## src/common/ocs_pkg.sv

```systemverilog
package ocs_pkg;

  // ----------------------------------------------------------------
  // Register map
  // ----------------------------------------------------------------
  localparam int ADDR_W = 4;
  localparam logic [3:0] OFF_CONFIG = 4'h0;
  localparam logic [3:0] OFF_CONTROL = 4'h4;
  localparam logic [3:0] OFF_TRIM = 4'h8;
  localparam logic [3:0] OFF_STATUS = 4'hc;

  localparam logic [1:0] RESP_OKAY = 2'h0;
  localparam logic [1:0] RESP_SLVERR = 2'h2;

  // ----------------------------------------------------------------
  // Field positions
  // ----------------------------------------------------------------
  localparam int CFG_MODE_LSB = 0;
  localparam int CFG_CORE_DIV_LSB = 4;
  localparam int CFG_PREDIV_LSB = 6;
  localparam int CFG_FEAT_LSB = 9;
  localparam int CTL_SYS_SEL_LSB = 0;
  localparam int CTL_FREQ_LSB = 4;
  localparam int TRIM_VALUE_LSB = 0;
  localparam int TRIM_SRC_BIT = 7;

  // ----------------------------------------------------------------
  // Reset values
  // ----------------------------------------------------------------
  localparam logic [3:0] MODE_RST = 4'h0;
  localparam logic [1:0] CORE_DIV_RST = 2'h0;
  localparam logic [2:0] PREDIV_RST = 3'h0;
  localparam logic [3:0] FEAT_RST = 4'h0;
  localparam logic [1:0] SYS_SEL_RST = 2'h0;
  localparam logic [2:0] FREQ_RST = 3'h0;
  localparam logic [4:0] TRIM_VALUE_RST = 5'h00;
  localparam logic TRIM_SRC_RST = 1'b0;

  // ----------------------------------------------------------------
  // Oscillator mode codes
  // ----------------------------------------------------------------
  localparam logic [3:0] MODE_XT = 4'h0;
  localparam logic [3:0] MODE_STANDARD_MULTIPLIED_MODE = 4'h1;
  localparam logic [3:0] MODE_HS = 4'h2;
  localparam logic [3:0] MODE_HIGH_SPEED_MULTIPLIED_MODE = 4'h3;
  localparam logic [3:0] MODE_EC = 4'h4;
  localparam logic [3:0] MODE_EXTERNAL_CLOCK_PORT_PIN_MODE = 4'h5;
  localparam logic [3:0] MODE_EXTERNAL_CLOCK_MULTIPLIED_MODE = 4'h6;
  localparam logic [3:0] MODE_EXTERNAL_MULTIPLIED_PORT_PIN_MODE = 4'h7;
  localparam logic [3:0] MODE_INT_FAST_XTAL = 4'h8;
  localparam logic [3:0] MODE_INT_STD_XTAL = 4'h9;
  localparam logic [3:0] MODE_INT_PORT = 4'ha;
  localparam logic [3:0] MODE_INT_CLKOUT = 4'hb;

  // USB clock source codes.
  localparam logic [1:0] USB_SRC_STD_XTAL = 2'h0;
  localparam logic [1:0] USB_SRC_FAST_XTAL = 2'h1;
  localparam logic [1:0] USB_SRC_EXT_CLOCK = 2'h2;

  // Core clock branches.
  localparam logic [1:0] SEL_PRIMARY = 2'h0;
  localparam logic [1:0] SEL_MULT = 2'h1;
  localparam logic [1:0] SEL_FAST_POST = 2'h2;
  localparam logic [1:0] SEL_SLOW = 2'h3;

  // Divider terminal counts (ratio minus one).
  localparam logic [7:0] TERM_DIV256 = 8'hff;

endpackage

```

## src/ocs_clock_select.sv

```systemverilog
// Functional notes
// - Crystal modes divide the oscillator by 1, 2, 3 or 4 for the core clock.
// - External clock modes offer the same 1 to 4 core postscaler.
// - External clock and multiplied external modes drive the output pin with Fosc/4.
// - Port pin external modes turn the output pin into port A bit 6.
// - External clock modes need no oscillator start-up delay.
// - Multiplier runs only in the four multiplied modes.
// - Multiplier turns 4 MHz into a 96 MHz reference for USB and core.
// - Input prescaler with eight ratios up to 12 gives the 4 MHz multiplier input.
// - Core clock from the multiplier divides by 2, 3, 4 or 6.
// - Standard multiplied mode feeds an exact 4 MHz input straight to the multiplier.
// - Fast crystal mode may take an external clock; output pin left open.
// - Fast internal oscillator gives 8 MHz usable directly as device clock.
// - Fast oscillator postscaler gives device clocks from 31 kHz to 4 MHz.
// - Fast internal oscillator runs for selections from 125 kHz to 8 MHz, and for 31 kHz when the source bit is set.
// - Slow oscillator runs when selected or any timer feature needs it.
// - Internal frequency select bits choose fast direct, slow direct or postscaled fast.
// - With internal core clock, the internal mode chooses the USB clock source.
// - Internal modes pick fast crystal, standard crystal, clock with Fosc/4, or port pin.
// - Trim takes effect on the oscillators while instructions keep running.
// - No flag reports completion of a trim frequency shift.
// - Each trim step changes frequency by the same amount.
// - Low-frequency source bit picks the oscillator behind the 31 kHz option.
// - Source bit set gives fast oscillator divided by 256, clear gives slow oscillator.
// - Trim is 5-bit two's complement: 00000 centre, 01111 maximum, 10000 minimum.
module ocs_clock_select (
  // Clock and reset
  input wire logic aclk,
  input wire logic aresetn,
  // Register bus
  input wire logic s_axi_awvalid,
  output logic s_axi_awready,
  input wire logic [ocs_pkg::ADDR_W-1:0] s_axi_awaddr,
  input wire logic [2:0] s_axi_awprot,
  input wire logic s_axi_wvalid,
  output logic s_axi_wready,
  input wire logic [31:0] s_axi_wdata,
  input wire logic [3:0] s_axi_wstrb,
  output logic s_axi_bvalid,
  input wire logic s_axi_bready,
  output logic [1:0] s_axi_bresp,
  input wire logic s_axi_arvalid,
  output logic s_axi_arready,
  input wire logic [ocs_pkg::ADDR_W-1:0] s_axi_araddr,
  input wire logic [2:0] s_axi_arprot,
  output logic s_axi_rvalid,
  input wire logic s_axi_rready,
  output logic [31:0] s_axi_rdata,
  output logic [1:0] s_axi_rresp,
  // Oscillator edge pulses, one aclk cycle per source edge
  input wire logic crystal_input_pin_tick,
  input wire logic mult_ref_tick,
  input wire logic fast_osc_tick,
  input wire logic slow_osc_tick,
  // Output pin, shared with port A bit 6
  input wire logic crystal_output_pin_i,
  output logic crystal_output_pin_o,
  output logic crystal_output_pin_oe,
  input wire logic port_a_bit6_out,
  input wire logic port_a_bit6_drive,
  output logic port_a_bit6_in,
  // Clock tree control and results
  output logic core_clock_tick,
  output logic mult_in_tick,
  output logic mult_enable,
  output logic fast_osc_enable,
  output logic slow_osc_enable,
  output logic startup_delay_enable,
  output logic [1:0] usb_clock_source,
  output logic [4:0] trim_value_field
);

  // ----------------------------------------------------------------
  // Register bus slave
  // ----------------------------------------------------------------
  logic [31:0] cfg_q, ctl_q, trim_q;
  logic aw_hold_q, w_hold_q, bvalid_q, rvalid_q;
  logic [ocs_pkg::ADDR_W-1:0] aw_addr_q;
  logic [31:0] w_data_q, rdata_q;
  logic [3:0] w_strb_q;
  logic [1:0] bresp_q, rresp_q;
  logic [31:0] status_word;

  wire do_write = aw_hold_q && w_hold_q && !bvalid_q;
  wire [31:0] wmask = {{8{w_strb_q[3]}}, {8{w_strb_q[2]}}, {8{w_strb_q[1]}}, {8{w_strb_q[0]}}};
  wire wr_cfg = do_write && (aw_addr_q == ocs_pkg::OFF_CONFIG);
  wire wr_ctl = do_write && (aw_addr_q == ocs_pkg::OFF_CONTROL);
  wire wr_trim = do_write && (aw_addr_q == ocs_pkg::OFF_TRIM);
  wire wr_ok = wr_cfg || wr_ctl || wr_trim || (aw_addr_q == ocs_pkg::OFF_STATUS);
  wire [31:0] cfg_new = (cfg_q & ~wmask) | (w_data_q & wmask);
  wire [31:0] ctl_new = (ctl_q & ~wmask) | (w_data_q & wmask);
  wire [31:0] trim_new = (trim_q & ~wmask) | (w_data_q & wmask);
  wire rd_take = s_axi_arvalid && !rvalid_q;
  wire rd_hit = (s_axi_araddr == ocs_pkg::OFF_CONFIG) || (s_axi_araddr == ocs_pkg::OFF_CONTROL)
    || (s_axi_araddr == ocs_pkg::OFF_TRIM) || (s_axi_araddr == ocs_pkg::OFF_STATUS);
  wire [31:0] rd_word = (s_axi_araddr == ocs_pkg::OFF_CONFIG) ? cfg_q :
    (s_axi_araddr == ocs_pkg::OFF_CONTROL) ? ctl_q :
    (s_axi_araddr == ocs_pkg::OFF_TRIM) ? trim_q :
    (s_axi_araddr == ocs_pkg::OFF_STATUS) ? status_word : 32'h0000_0000;

  assign s_axi_awready = !aw_hold_q;
  assign s_axi_wready = !w_hold_q;
  assign s_axi_bvalid = bvalid_q;
  assign s_axi_bresp = bresp_q;
  assign s_axi_arready = !rvalid_q;
  assign s_axi_rvalid = rvalid_q;
  assign s_axi_rdata = rdata_q;
  assign s_axi_rresp = rresp_q;

  always_ff @(posedge aclk) begin
    if (!aresetn) begin
      aw_hold_q <= 1'b0;
      w_hold_q <= 1'b0;
      bvalid_q <= 1'b0;
      aw_addr_q <= '0;
      w_data_q <= 32'h0000_0000;
      w_strb_q <= 4'h0;
      bresp_q <= ocs_pkg::RESP_OKAY;
    end else begin
      if (s_axi_awvalid && !aw_hold_q) begin
        aw_hold_q <= 1'b1;
        aw_addr_q <= s_axi_awaddr;
      end else if (do_write) begin
        aw_hold_q <= 1'b0;
      end
      if (s_axi_wvalid && !w_hold_q) begin
        w_hold_q <= 1'b1;
        w_data_q <= s_axi_wdata;
        w_strb_q <= s_axi_wstrb;
      end else if (do_write) begin
        w_hold_q <= 1'b0;
      end
      if (do_write) begin
        bvalid_q <= 1'b1;
        bresp_q <= wr_ok ? ocs_pkg::RESP_OKAY : ocs_pkg::RESP_SLVERR;
      end else if (s_axi_bready) begin
        bvalid_q <= 1'b0;
      end
    end
  end

  always_ff @(posedge aclk) begin
    if (!aresetn) begin
      rvalid_q <= 1'b0;
      rdata_q <= 32'h0000_0000;
      rresp_q <= ocs_pkg::RESP_OKAY;
    end else if (rd_take) begin
      rvalid_q <= 1'b1;
      rdata_q <= rd_word;
      rresp_q <= rd_hit ? ocs_pkg::RESP_OKAY : ocs_pkg::RESP_SLVERR;
    end else if (s_axi_rready) begin
      rvalid_q <= 1'b0;
    end
  end

  // Only the documented fields are kept, so unused bits always read as zero.
  always_ff @(posedge aclk) begin
    if (!aresetn) begin
      cfg_q <= 32'h0000_0000;
      cfg_q[ocs_pkg::CFG_MODE_LSB +: 4] <= ocs_pkg::MODE_RST;
      cfg_q[ocs_pkg::CFG_CORE_DIV_LSB +: 2] <= ocs_pkg::CORE_DIV_RST;
      cfg_q[ocs_pkg::CFG_PREDIV_LSB +: 3] <= ocs_pkg::PREDIV_RST;
      cfg_q[ocs_pkg::CFG_FEAT_LSB +: 4] <= ocs_pkg::FEAT_RST;
      ctl_q <= 32'h0000_0000;
      ctl_q[ocs_pkg::CTL_SYS_SEL_LSB +: 2] <= ocs_pkg::SYS_SEL_RST;
      ctl_q[ocs_pkg::CTL_FREQ_LSB +: 3] <= ocs_pkg::FREQ_RST;
      trim_q <= 32'h0000_0000;
      trim_q[ocs_pkg::TRIM_VALUE_LSB +: 5] <= ocs_pkg::TRIM_VALUE_RST;
      trim_q[ocs_pkg::TRIM_SRC_BIT] <= ocs_pkg::TRIM_SRC_RST;
    end else begin
      if (wr_cfg) begin
        cfg_q <= 32'h0000_0000;
        cfg_q[ocs_pkg::CFG_MODE_LSB +: 4] <= cfg_new[ocs_pkg::CFG_MODE_LSB +: 4];
        cfg_q[ocs_pkg::CFG_CORE_DIV_LSB +: 2] <= cfg_new[ocs_pkg::CFG_CORE_DIV_LSB +: 2];
        cfg_q[ocs_pkg::CFG_PREDIV_LSB +: 3] <= cfg_new[ocs_pkg::CFG_PREDIV_LSB +: 3];
        cfg_q[ocs_pkg::CFG_FEAT_LSB +: 4] <= cfg_new[ocs_pkg::CFG_FEAT_LSB +: 4];
      end
      if (wr_ctl) begin
        ctl_q <= 32'h0000_0000;
        ctl_q[ocs_pkg::CTL_SYS_SEL_LSB +: 2] <= ctl_new[ocs_pkg::CTL_SYS_SEL_LSB +: 2];
        ctl_q[ocs_pkg::CTL_FREQ_LSB +: 3] <= ctl_new[ocs_pkg::CTL_FREQ_LSB +: 3];
      end
      if (wr_trim) begin
        trim_q <= 32'h0000_0000;
        trim_q[ocs_pkg::TRIM_VALUE_LSB +: 5] <= trim_new[ocs_pkg::TRIM_VALUE_LSB +: 5];
        trim_q[ocs_pkg::TRIM_SRC_BIT] <= trim_new[ocs_pkg::TRIM_SRC_BIT];
      end
    end
  end

  // ----------------------------------------------------------------
  // Mode decode
  // ----------------------------------------------------------------
  wire [3:0] mode = cfg_q[ocs_pkg::CFG_MODE_LSB +: 4];
  wire [1:0] core_div = cfg_q[ocs_pkg::CFG_CORE_DIV_LSB +: 2];
  wire [2:0] prediv = cfg_q[ocs_pkg::CFG_PREDIV_LSB +: 3];
  wire [3:0] feat_en = cfg_q[ocs_pkg::CFG_FEAT_LSB +: 4];
  wire [2:0] freq_sel = ctl_q[ocs_pkg::CTL_FREQ_LSB +: 3];
  wire sys_internal = ctl_q[ocs_pkg::CTL_SYS_SEL_LSB + 1];
  wire low_freq_source_bit = trim_q[ocs_pkg::TRIM_SRC_BIT];

  wire mode_mult = (mode == ocs_pkg::MODE_HIGH_SPEED_MULTIPLIED_MODE) || (mode == ocs_pkg::MODE_STANDARD_MULTIPLIED_MODE)
    || (mode == ocs_pkg::MODE_EXTERNAL_CLOCK_MULTIPLIED_MODE) || (mode == ocs_pkg::MODE_EXTERNAL_MULTIPLIED_PORT_PIN_MODE);
  wire mode_ext = (mode == ocs_pkg::MODE_EC) || (mode == ocs_pkg::MODE_EXTERNAL_CLOCK_PORT_PIN_MODE)
    || (mode == ocs_pkg::MODE_EXTERNAL_CLOCK_MULTIPLIED_MODE) || (mode == ocs_pkg::MODE_EXTERNAL_MULTIPLIED_PORT_PIN_MODE);
  wire mode_int = (mode == ocs_pkg::MODE_INT_FAST_XTAL) || (mode == ocs_pkg::MODE_INT_STD_XTAL)
    || (mode == ocs_pkg::MODE_INT_PORT) || (mode == ocs_pkg::MODE_INT_CLKOUT);
  wire pin_fosc4 = (mode == ocs_pkg::MODE_EC) || (mode == ocs_pkg::MODE_EXTERNAL_CLOCK_MULTIPLIED_MODE)
    || (mode == ocs_pkg::MODE_INT_CLKOUT);
  wire pin_port = (mode == ocs_pkg::MODE_EXTERNAL_CLOCK_PORT_PIN_MODE) || (mode == ocs_pkg::MODE_EXTERNAL_MULTIPLIED_PORT_PIN_MODE)
    || (mode == ocs_pkg::MODE_INT_PORT);
  wire use_internal = mode_int || sys_internal;
  wire slow_direct = (freq_sel == 3'h0) && !low_freq_source_bit;
  wire [1:0] sel_target = use_internal ? (slow_direct ? ocs_pkg::SEL_SLOW : ocs_pkg::SEL_FAST_POST)
    : (mode_mult ? ocs_pkg::SEL_MULT : ocs_pkg::SEL_PRIMARY);
  wire [1:0] usb_src = (mode == ocs_pkg::MODE_XT || mode == ocs_pkg::MODE_STANDARD_MULTIPLIED_MODE
    || mode == ocs_pkg::MODE_INT_STD_XTAL) ? ocs_pkg::USB_SRC_STD_XTAL :
    (mode == ocs_pkg::MODE_HS || mode == ocs_pkg::MODE_HIGH_SPEED_MULTIPLIED_MODE
    || mode == ocs_pkg::MODE_INT_FAST_XTAL) ? ocs_pkg::USB_SRC_FAST_XTAL
    : ocs_pkg::USB_SRC_EXT_CLOCK;

  // ----------------------------------------------------------------
  // Ratio tables, held as terminal counts
  // ----------------------------------------------------------------
  function automatic logic [7:0] prediv_term(input logic [2:0] code);
    case (code)
      3'h0: prediv_term = 8'h00;
      3'h1: prediv_term = 8'h01;
      3'h2: prediv_term = 8'h02;
      3'h3: prediv_term = 8'h03;
      3'h4: prediv_term = 8'h04;
      3'h5: prediv_term = 8'h05;
      3'h6: prediv_term = 8'h09;
      3'h7: prediv_term = 8'h0b;
      default: prediv_term = 8'h00;
    endcase
  endfunction

  function automatic logic [7:0] mult_post_term(input logic [1:0] code);
    case (code)
      2'h0: mult_post_term = 8'h01;
      2'h1: mult_post_term = 8'h02;
      2'h2: mult_post_term = 8'h03;
      2'h3: mult_post_term = 8'h05;
      default: mult_post_term = 8'h01;
    endcase
  endfunction

  // Code 000 only reaches this divider when the fast source backs it.
  function automatic logic [7:0] fast_post_term(input logic [2:0] code);
    case (code)
      3'h7: fast_post_term = 8'h00;
      3'h6: fast_post_term = 8'h01;
      3'h5: fast_post_term = 8'h03;
      3'h4: fast_post_term = 8'h07;
      3'h3: fast_post_term = 8'h0f;
      3'h2: fast_post_term = 8'h1f;
      3'h1: fast_post_term = 8'h3f;
      default: fast_post_term = ocs_pkg::TERM_DIV256;
    endcase
  endfunction

  // ----------------------------------------------------------------
  // Dividers: 0 prescaler, 1 multiplier postscaler, 2 primary, 3 fast
  // ----------------------------------------------------------------
  wire [3:0] div_in;
  wire [7:0] term_d [4];
  logic [3:0] div_tick_q;
  logic [7:0] term_q [4];

  assign div_in = {fast_osc_tick, crystal_input_pin_tick, mult_ref_tick, crystal_input_pin_tick};
  assign term_d[0] = (mode == ocs_pkg::MODE_STANDARD_MULTIPLIED_MODE) ? 8'h00 : prediv_term(prediv);
  assign term_d[1] = mult_post_term(core_div);
  assign term_d[2] = {6'h00, core_div};
  assign term_d[3] = fast_post_term(freq_sel);

  genvar gi;
  generate
    for (gi = 0; gi < 4; gi++) begin : g_div
      logic [7:0] cnt_q;
      // A new ratio is taken only at a period boundary, so no short pulse is cut.
      always_ff @(posedge aclk) begin
        if (!aresetn) begin
          cnt_q <= 8'h00;
          term_q[gi] <= 8'h00;
          div_tick_q[gi] <= 1'b0;
        end else begin
          div_tick_q[gi] <= div_in[gi] && (cnt_q >= term_q[gi]);
          if (div_in[gi]) begin
            if (cnt_q >= term_q[gi]) begin
              cnt_q <= 8'h00;
              term_q[gi] <= term_d[gi];
            end else begin
              cnt_q <= cnt_q + 8'h01;
            end
          end
        end
      end
    end
  endgenerate

  // ----------------------------------------------------------------
  // Core clock branch select
  // ----------------------------------------------------------------
  logic [1:0] sel_q;
  logic core_tick_q;
  wire [3:0] branch_tick = {slow_osc_tick, div_tick_q[3], div_tick_q[1], div_tick_q[2]};
  wire [3:0] branch_live = {1'b1, 1'b1, mode_mult, 1'b1};
  // A branch that stopped can hand over at once; otherwise wait for its edge.
  wire sel_go = (sel_q != sel_target) && (branch_tick[sel_q] || !branch_live[sel_q]);

  always_ff @(posedge aclk) begin
    if (!aresetn) begin
      sel_q <= ocs_pkg::SEL_PRIMARY;
      core_tick_q <= 1'b0;
    end else begin
      core_tick_q <= branch_tick[sel_q];
      if (sel_go) begin
        sel_q <= sel_target;
      end
    end
  end

  // ----------------------------------------------------------------
  // Oscillator enables and pin
  // ----------------------------------------------------------------
  logic mult_en_q, fast_en_q, slow_en_q, startup_q;
  logic [1:0] usb_src_q, fosc_cnt_q;
  logic pin_o_q, pin_oe_q, port_in_q;
  logic [4:0] trim_out_q;

  wire fast_need = (sel_target == ocs_pkg::SEL_FAST_POST) || (sel_q == ocs_pkg::SEL_FAST_POST);
  wire slow_need = (sel_target == ocs_pkg::SEL_SLOW) || (sel_q == ocs_pkg::SEL_SLOW)
    || (feat_en != 4'h0);

  always_ff @(posedge aclk) begin
    if (!aresetn) begin
      mult_en_q <= 1'b0;
      fast_en_q <= 1'b0;
      slow_en_q <= 1'b0;
      startup_q <= 1'b1;
      usb_src_q <= ocs_pkg::USB_SRC_STD_XTAL;
      fosc_cnt_q <= 2'h0;
      pin_o_q <= 1'b0;
      pin_oe_q <= 1'b0;
      port_in_q <= 1'b0;
      trim_out_q <= ocs_pkg::TRIM_VALUE_RST;
    end else begin
      mult_en_q <= mode_mult;
      fast_en_q <= fast_need;
      slow_en_q <= slow_need;
      startup_q <= !mode_ext && !(mode == ocs_pkg::MODE_INT_PORT)
        && !(mode == ocs_pkg::MODE_INT_CLKOUT);
      usb_src_q <= usb_src;
      if (core_tick_q) begin
        fosc_cnt_q <= fosc_cnt_q + 2'h1;
      end
      // Crystal modes leave the pin to the amplifier; in fast crystal mode it stays open.
      pin_o_q <= pin_port ? port_a_bit6_out : (pin_fosc4 && fosc_cnt_q[1]);
      pin_oe_q <= pin_port ? port_a_bit6_drive : pin_fosc4;
      port_in_q <= pin_port ? crystal_output_pin_i : 1'b0;
      // Trim goes straight to the oscillators with no settle flag or stall.
      trim_out_q <= trim_q[ocs_pkg::TRIM_VALUE_LSB +: 5];
    end
  end

  assign status_word = {20'h00000, usb_src_q, sel_q, 4'h0, startup_q, slow_en_q, fast_en_q,
    mult_en_q};
  assign core_clock_tick = core_tick_q;
  assign mult_in_tick = div_tick_q[0] && mult_en_q;
  assign mult_enable = mult_en_q;
  assign fast_osc_enable = fast_en_q;
  assign slow_osc_enable = slow_en_q;
  assign startup_delay_enable = startup_q;
  assign usb_clock_source = usb_src_q;
  assign crystal_output_pin_o = pin_o_q;
  assign crystal_output_pin_oe = pin_oe_q;
  assign port_a_bit6_in = port_in_q;
  assign trim_value_field = trim_out_q;

  // ----------------------------------------------------------------
  // Checks
  // ----------------------------------------------------------------
  a_mult_mode_gate: assert property (@(posedge aclk) disable iff (!aresetn)
    ##1 mult_enable == $past(mode_mult))
    else $error("multiplier enable disagrees with mode");

  a_ext_no_startup: assert property (@(posedge aclk) disable iff (!aresetn)
    ##1 $past(mode_ext) |-> !startup_delay_enable)
    else $error("start-up delay in external clock mode");

  a_port_pin_follow: assert property (@(posedge aclk) disable iff (!aresetn)
    pin_port && $stable(mode) |=> crystal_output_pin_oe == $past(port_a_bit6_drive))
    else $error("port pin enable does not follow port");

  a_fosc4_pin_rate: assert property (@(posedge aclk) disable iff (!aresetn)
    pin_fosc4 && $stable(mode) && !$stable(fosc_cnt_q[1]) |=> $past(crystal_output_pin_oe)
      && crystal_output_pin_o == $past(fosc_cnt_q[1]))
    else $error("clock out pin not Fosc/4");

  a_hs_pin_open: assert property (@(posedge aclk) disable iff (!aresetn)
    mode == ocs_pkg::MODE_HS ##1 mode == ocs_pkg::MODE_HS |-> !crystal_output_pin_oe)
    else $error("output pin driven in fast crystal mode");

  a_standard_multiplied_mode_no_prediv: assert property (@(posedge aclk) disable iff (!aresetn)
    mode == ocs_pkg::MODE_STANDARD_MULTIPLIED_MODE && crystal_input_pin_tick && g_div[0].cnt_q >= term_q[0]
      |=> term_q[0] == 8'h00 ##0 div_tick_q[0])
    else $error("prescaler active in standard multiplied mode");

  a_fast_osc_off: assert property (@(posedge aclk) disable iff (!aresetn)
    use_internal && slow_direct && sel_q == ocs_pkg::SEL_SLOW |=> !fast_osc_enable)
    else $error("fast oscillator runs on slow selection");

  a_slow_osc_feat: assert property (@(posedge aclk) disable iff (!aresetn)
    feat_en != 4'h0 |=> slow_osc_enable)
    else $error("slow oscillator off while a timer feature needs it");

  a_sel_boundary: assert property (@(posedge aclk) disable iff (!aresetn)
    ##1 !$stable(sel_q) |-> $past(branch_tick[sel_q] || !branch_live[sel_q]))
    else $error("core branch changed mid-period");

endmodule

```

## config.mk

```make
export PLATFORM = sky130hd
export DESIGN_NAME = ocs_clock_select
export DESIGN_NICKNAME = d
export VERILOG_FILES = /design/src/common/ocs_pkg.sv /design/src/ocs_clock_select.sv
export SDC_FILE = /design/constraint.sdc
export NUM_CORES = 1
export LEC_CHECK = 0
export BUFFER_PORTS_ARGS = -buffer_cell sky130_fd_sc_hd__buf_2
export CORE_ASPECT_RATIO = 1.75
export CORE_MARGIN = 4
export CORE_UTILIZATION = 50
export DETAILED_ROUTE_END_ITERATION = 8
export GPL_ROUTABILITY_DRIVEN = 0
export PLACE_DENSITY = 0.82
export SYNTH_ARGS = -nofsm -noshare
export SYNTH_HDL_FRONTEND = slang
export SYNTH_SLANG_ARGS = --single-unit
```

## constraint.sdc

```tcl
create_clock -name aclk -period 1.95 [get_ports aclk]
set_input_delay 0.2925 -clock aclk [delete_from_list [all_inputs] [get_ports aclk]]
set_output_delay 0.2925 -clock aclk [all_outputs]
set_load 0.03 [all_outputs]
```

==> run_results.csv <==
group,metric,value,unit
status,status,"complete, no violations",
final_layout,fin_area,7141,um^2
clock_network,clock_sinks,137,
synthesis,synth_top_area_cell,"dfxtp_1",
floorplan,core,11710,um^2
setup_path,r2r_start,"term_q[3][6]$_SDFFCE_PN0P_",
synthesis,yosys-top-cells-area,"dfxtp_1 (40%), edfxtp_1 (8.0%), nor2_1 (6.5%)",
timing,fin_crit_sh,0.9745,
placed_design,place_area,6446,um^2
timing,finalMaxSlewViolations,0,
synthesis,synth-edff-count,16,
job,cap_violations,0,
power_and_ir_drop,p_per_area,966.4,nW/um^2
synthesis,synth-seq-area-share,0.4816,
drt,via_per_inst,5.410,
synthesis,synth_cells,640,
synthesis,synthesis.area,6027,um^2
setup_path,critPathMaxFanout,8,
global_route,grt_pass1_wl,22600,um
synthesis,ys_async_sr_fraction,0,
setup_path,required,2090,ps
final_layout,nets,804,
worst_hold_path,hp-class,"primary input to flop",
drt,wl_per_cell,15.78,um
placed_design,io_buffers,72,
floorplan,rows,52,
placed_design,hpwl,9806,um
clock_network,clock_latency,410,ps
synthesis,synth-seq-cells,137,
setup_path,end_kind,"flop",
floorplan,die_w,91.00,um
setup_path,worstSetupPathType,"flop to flop",
drt,detailedRoute.firstIterationViolations,206,
setup_path,r2r_slack,50,ps
power_and_ir_drop,finalPower,0.006901,W
synthesis,synth_top_cell_area_share,0.4019,
setup_path,startpoint_type,"flop",
global_route,grt_max_degree,65,
power_and_ir_drop,ir_worst_vdd,0.7093,mV
floorplan,die_area,13940,um^2
drt,first_pass_iters,4,
global_route,track_usage,0.2012,
clock_network,cts_buffers,17,
power_and_ir_drop,p_leak,3.179,nW
final_layout,drive_gt1_frac,0.1907,
clock_network,cts_tree,"yes",
floorplan,io_pins,121,
floorplan,start_util,0.5146,
global_route,antenna_found_initial,0,
drt,vias,4674,
global_route,grt_pass1_vias,4803,
global_route,grt-ovfl-total,0,
worst_hold_path,holdPathEnd,"aw_hold_q$_SDFFE_PN0P_",
synthesis,syn_avg_cell_area,9.417,um^2
clock_network,cts.path.max_buffers,2,
synthesis,synth.distinct_cells,56,
timing,fin_setup_tns,0,ps
synthesis,synth_ff_type,"dfxtp_1",
worst_hold_path,hold_path_depth,3,
placed_design,place_inst,830,
drt,finalWirelength,13640,um
setup_path,r2r.worst_path.cells,8,
drt,ant_nets,0,
clock_network,h-tree-depth,4,
timing,max_freq,526.2,MHz
setup_path,reg2reg_to,"term_q[3][0]$_SDFFCE_PN0P_",
timing,fin_skew,7.512,ps
timing,worst_pin_slew,639.0,ps
timing,finalHoldViolCount,0,
synthesis,synth_warnings,0,
final_layout,syn_to_final_growth,18.48,%
clock_network,clock-root-buffer,"clkbuf_16",
timing,setup_viol,0,
final_layout,antenna_cells,0,
final_layout,layout.cells.non_filler,864,
timing,period_minus_slack,1900,ps
floorplan,die_height,153.2,um
worst_hold_path,hold_start,"s_axi_awvalid",
clock_network,cts.clk_slew.worst_paths,60,ps
setup_path,cp-startpoint,"term_q[3][6]$_SDFFCE_PN0P_",
setup_path,worstPathArrival,2040,ps
drt,drc,0,
timing,maxSlewHeadroom,0.5740,
[cell usage in the layout, fill, tap and decap left out, drive strengths merged, types with 6 or more instances in the layout]
cell and n:
clkbuf 23, inv 36, a22oi 9, nand4 10, ha 24, buf 85
nand2 54, xor2 12, a22o 6, nor2 105, edfxtp 16, nor3 10
mux2i 36, o21ai 12, nand2b 10, xnor2 11, conb 21, nand3 13
and2 10, a21oi 39, nor2b 8, dfxtp 121
[how the worst max path moves through the flow]
| stage | to | slack (ps) | cells past startpoint |
|---|---|---|---|
| 3_5_place_dp | term_q[0][0]$_SDFFCE_PP0P_ | 6 | 5 |
| 3_3_place_gp | term_q[1][1]$_SDFFCE_PN0P_ | 70 | 7 |
| 6_report | term_q[3][0]$_SDFFCE_PN0P_ | 50 | 8 |
| 5_1_grt | term_q[3][0]$_SDFFCE_PN0P_ | -30 | 8 |
| 2_1_floorplan | term_q[1][1]$_SDFFCE_PN0P_ | 50 | 7 |
| 4_1_cts | term_q[3][4]$_SDFFCE_PN0P_ | 30 | 7 |
[power by group]
part	internal, W	switching, W
combinational	0.000190	0.000342
sequential	0.00293	0.0000531
clock	0.00220	0.00118
[synthesized netlist by cell type, types with 3 or more instances]
master and count:
a21oi_1 39, mux4_2 3, nor2_1 104, nor3b_1 3, a22o_1 6, nand2_1 54, buf_2 6, and2_1 10
nand3_1 12, nor3_1 9, dfxtp_1 121, o21ai_0 8, a21o_1 5, a211oi_1 3, edfxtp_1 16, nor2b_1 8
nand4_1 10, a22oi_1 9, inv_1 35, xor2_1 12, xnor2_1 11, mux2i_1 36, ha_1 24, buf_4 22
mux2_2 3, clkbuf_1 20, a31oi_1 5, nand2b_1 10
[layout make-up]
type                       count  area (um^2)
multi-input combinational    440         2835
timing repair buffer          85        465.4
clock buffer                  23        500.5
sequential                   137         2904
inverter                      35        131.4
tap                          135        168.9
clock inverter                 9        135.1
fill                         932         4571
[critical path, stage by stage (launching register included)]
cell and delay (ps):
edfxtp_1 360, inv_1 80, ha_1 240, a21o_1 190, a21o_1 220, a31oi_2 170, nand3b_1 160, buf_6 150
a31oi_1 50
[metrics by stage]
stage	setup WS, ps	hold slack [ps]	util
finish	49.74	111.2	0.6097
floorplan	50.52	408.3	-
global placement	72.74	440.9	0.5504
detailed placement	6.026	448.2	0.5504
CTS	27.27	103.3	0.6048
global route	-27.21	114.8	0.6097
[kinds of logic after synthesis]
family | count (synthesis) | synth area share
other cells | 1 | 0.0006222
buf+inv | 84 | 0.06747
flops | 137 | 0.4816
mux | 42 | 0.07660
xor+xnor | 23 | 0.03342
simple gates | 241 | 0.1924
compound gates | 88 | 0.09799
fa+ha+maj | 24 | 0.04982
[metal layers]
metal / GRT usage / part of all wire / vias up
li1: - / - / 2285
met1: 0.2028 / 0.37 / 2216
met2: 0.3714 / 0.56 / 138
met3: 0.05066 / 0.042 / 35
met4: 0.1094 / 0.034 / 0
met5: 0 / 0 / -
[timing repair]
action / 4_1_cts / 5_1_grt
hold buffers: 0 / 0
buffers inserted: 0 / 1
pin swaps: 0 / 7
setup endpoints to repair: 4 / 25
gates resized for setup: 1 / 9
gates cloned: 0 / 1
(Power assumes the default switching activity.)
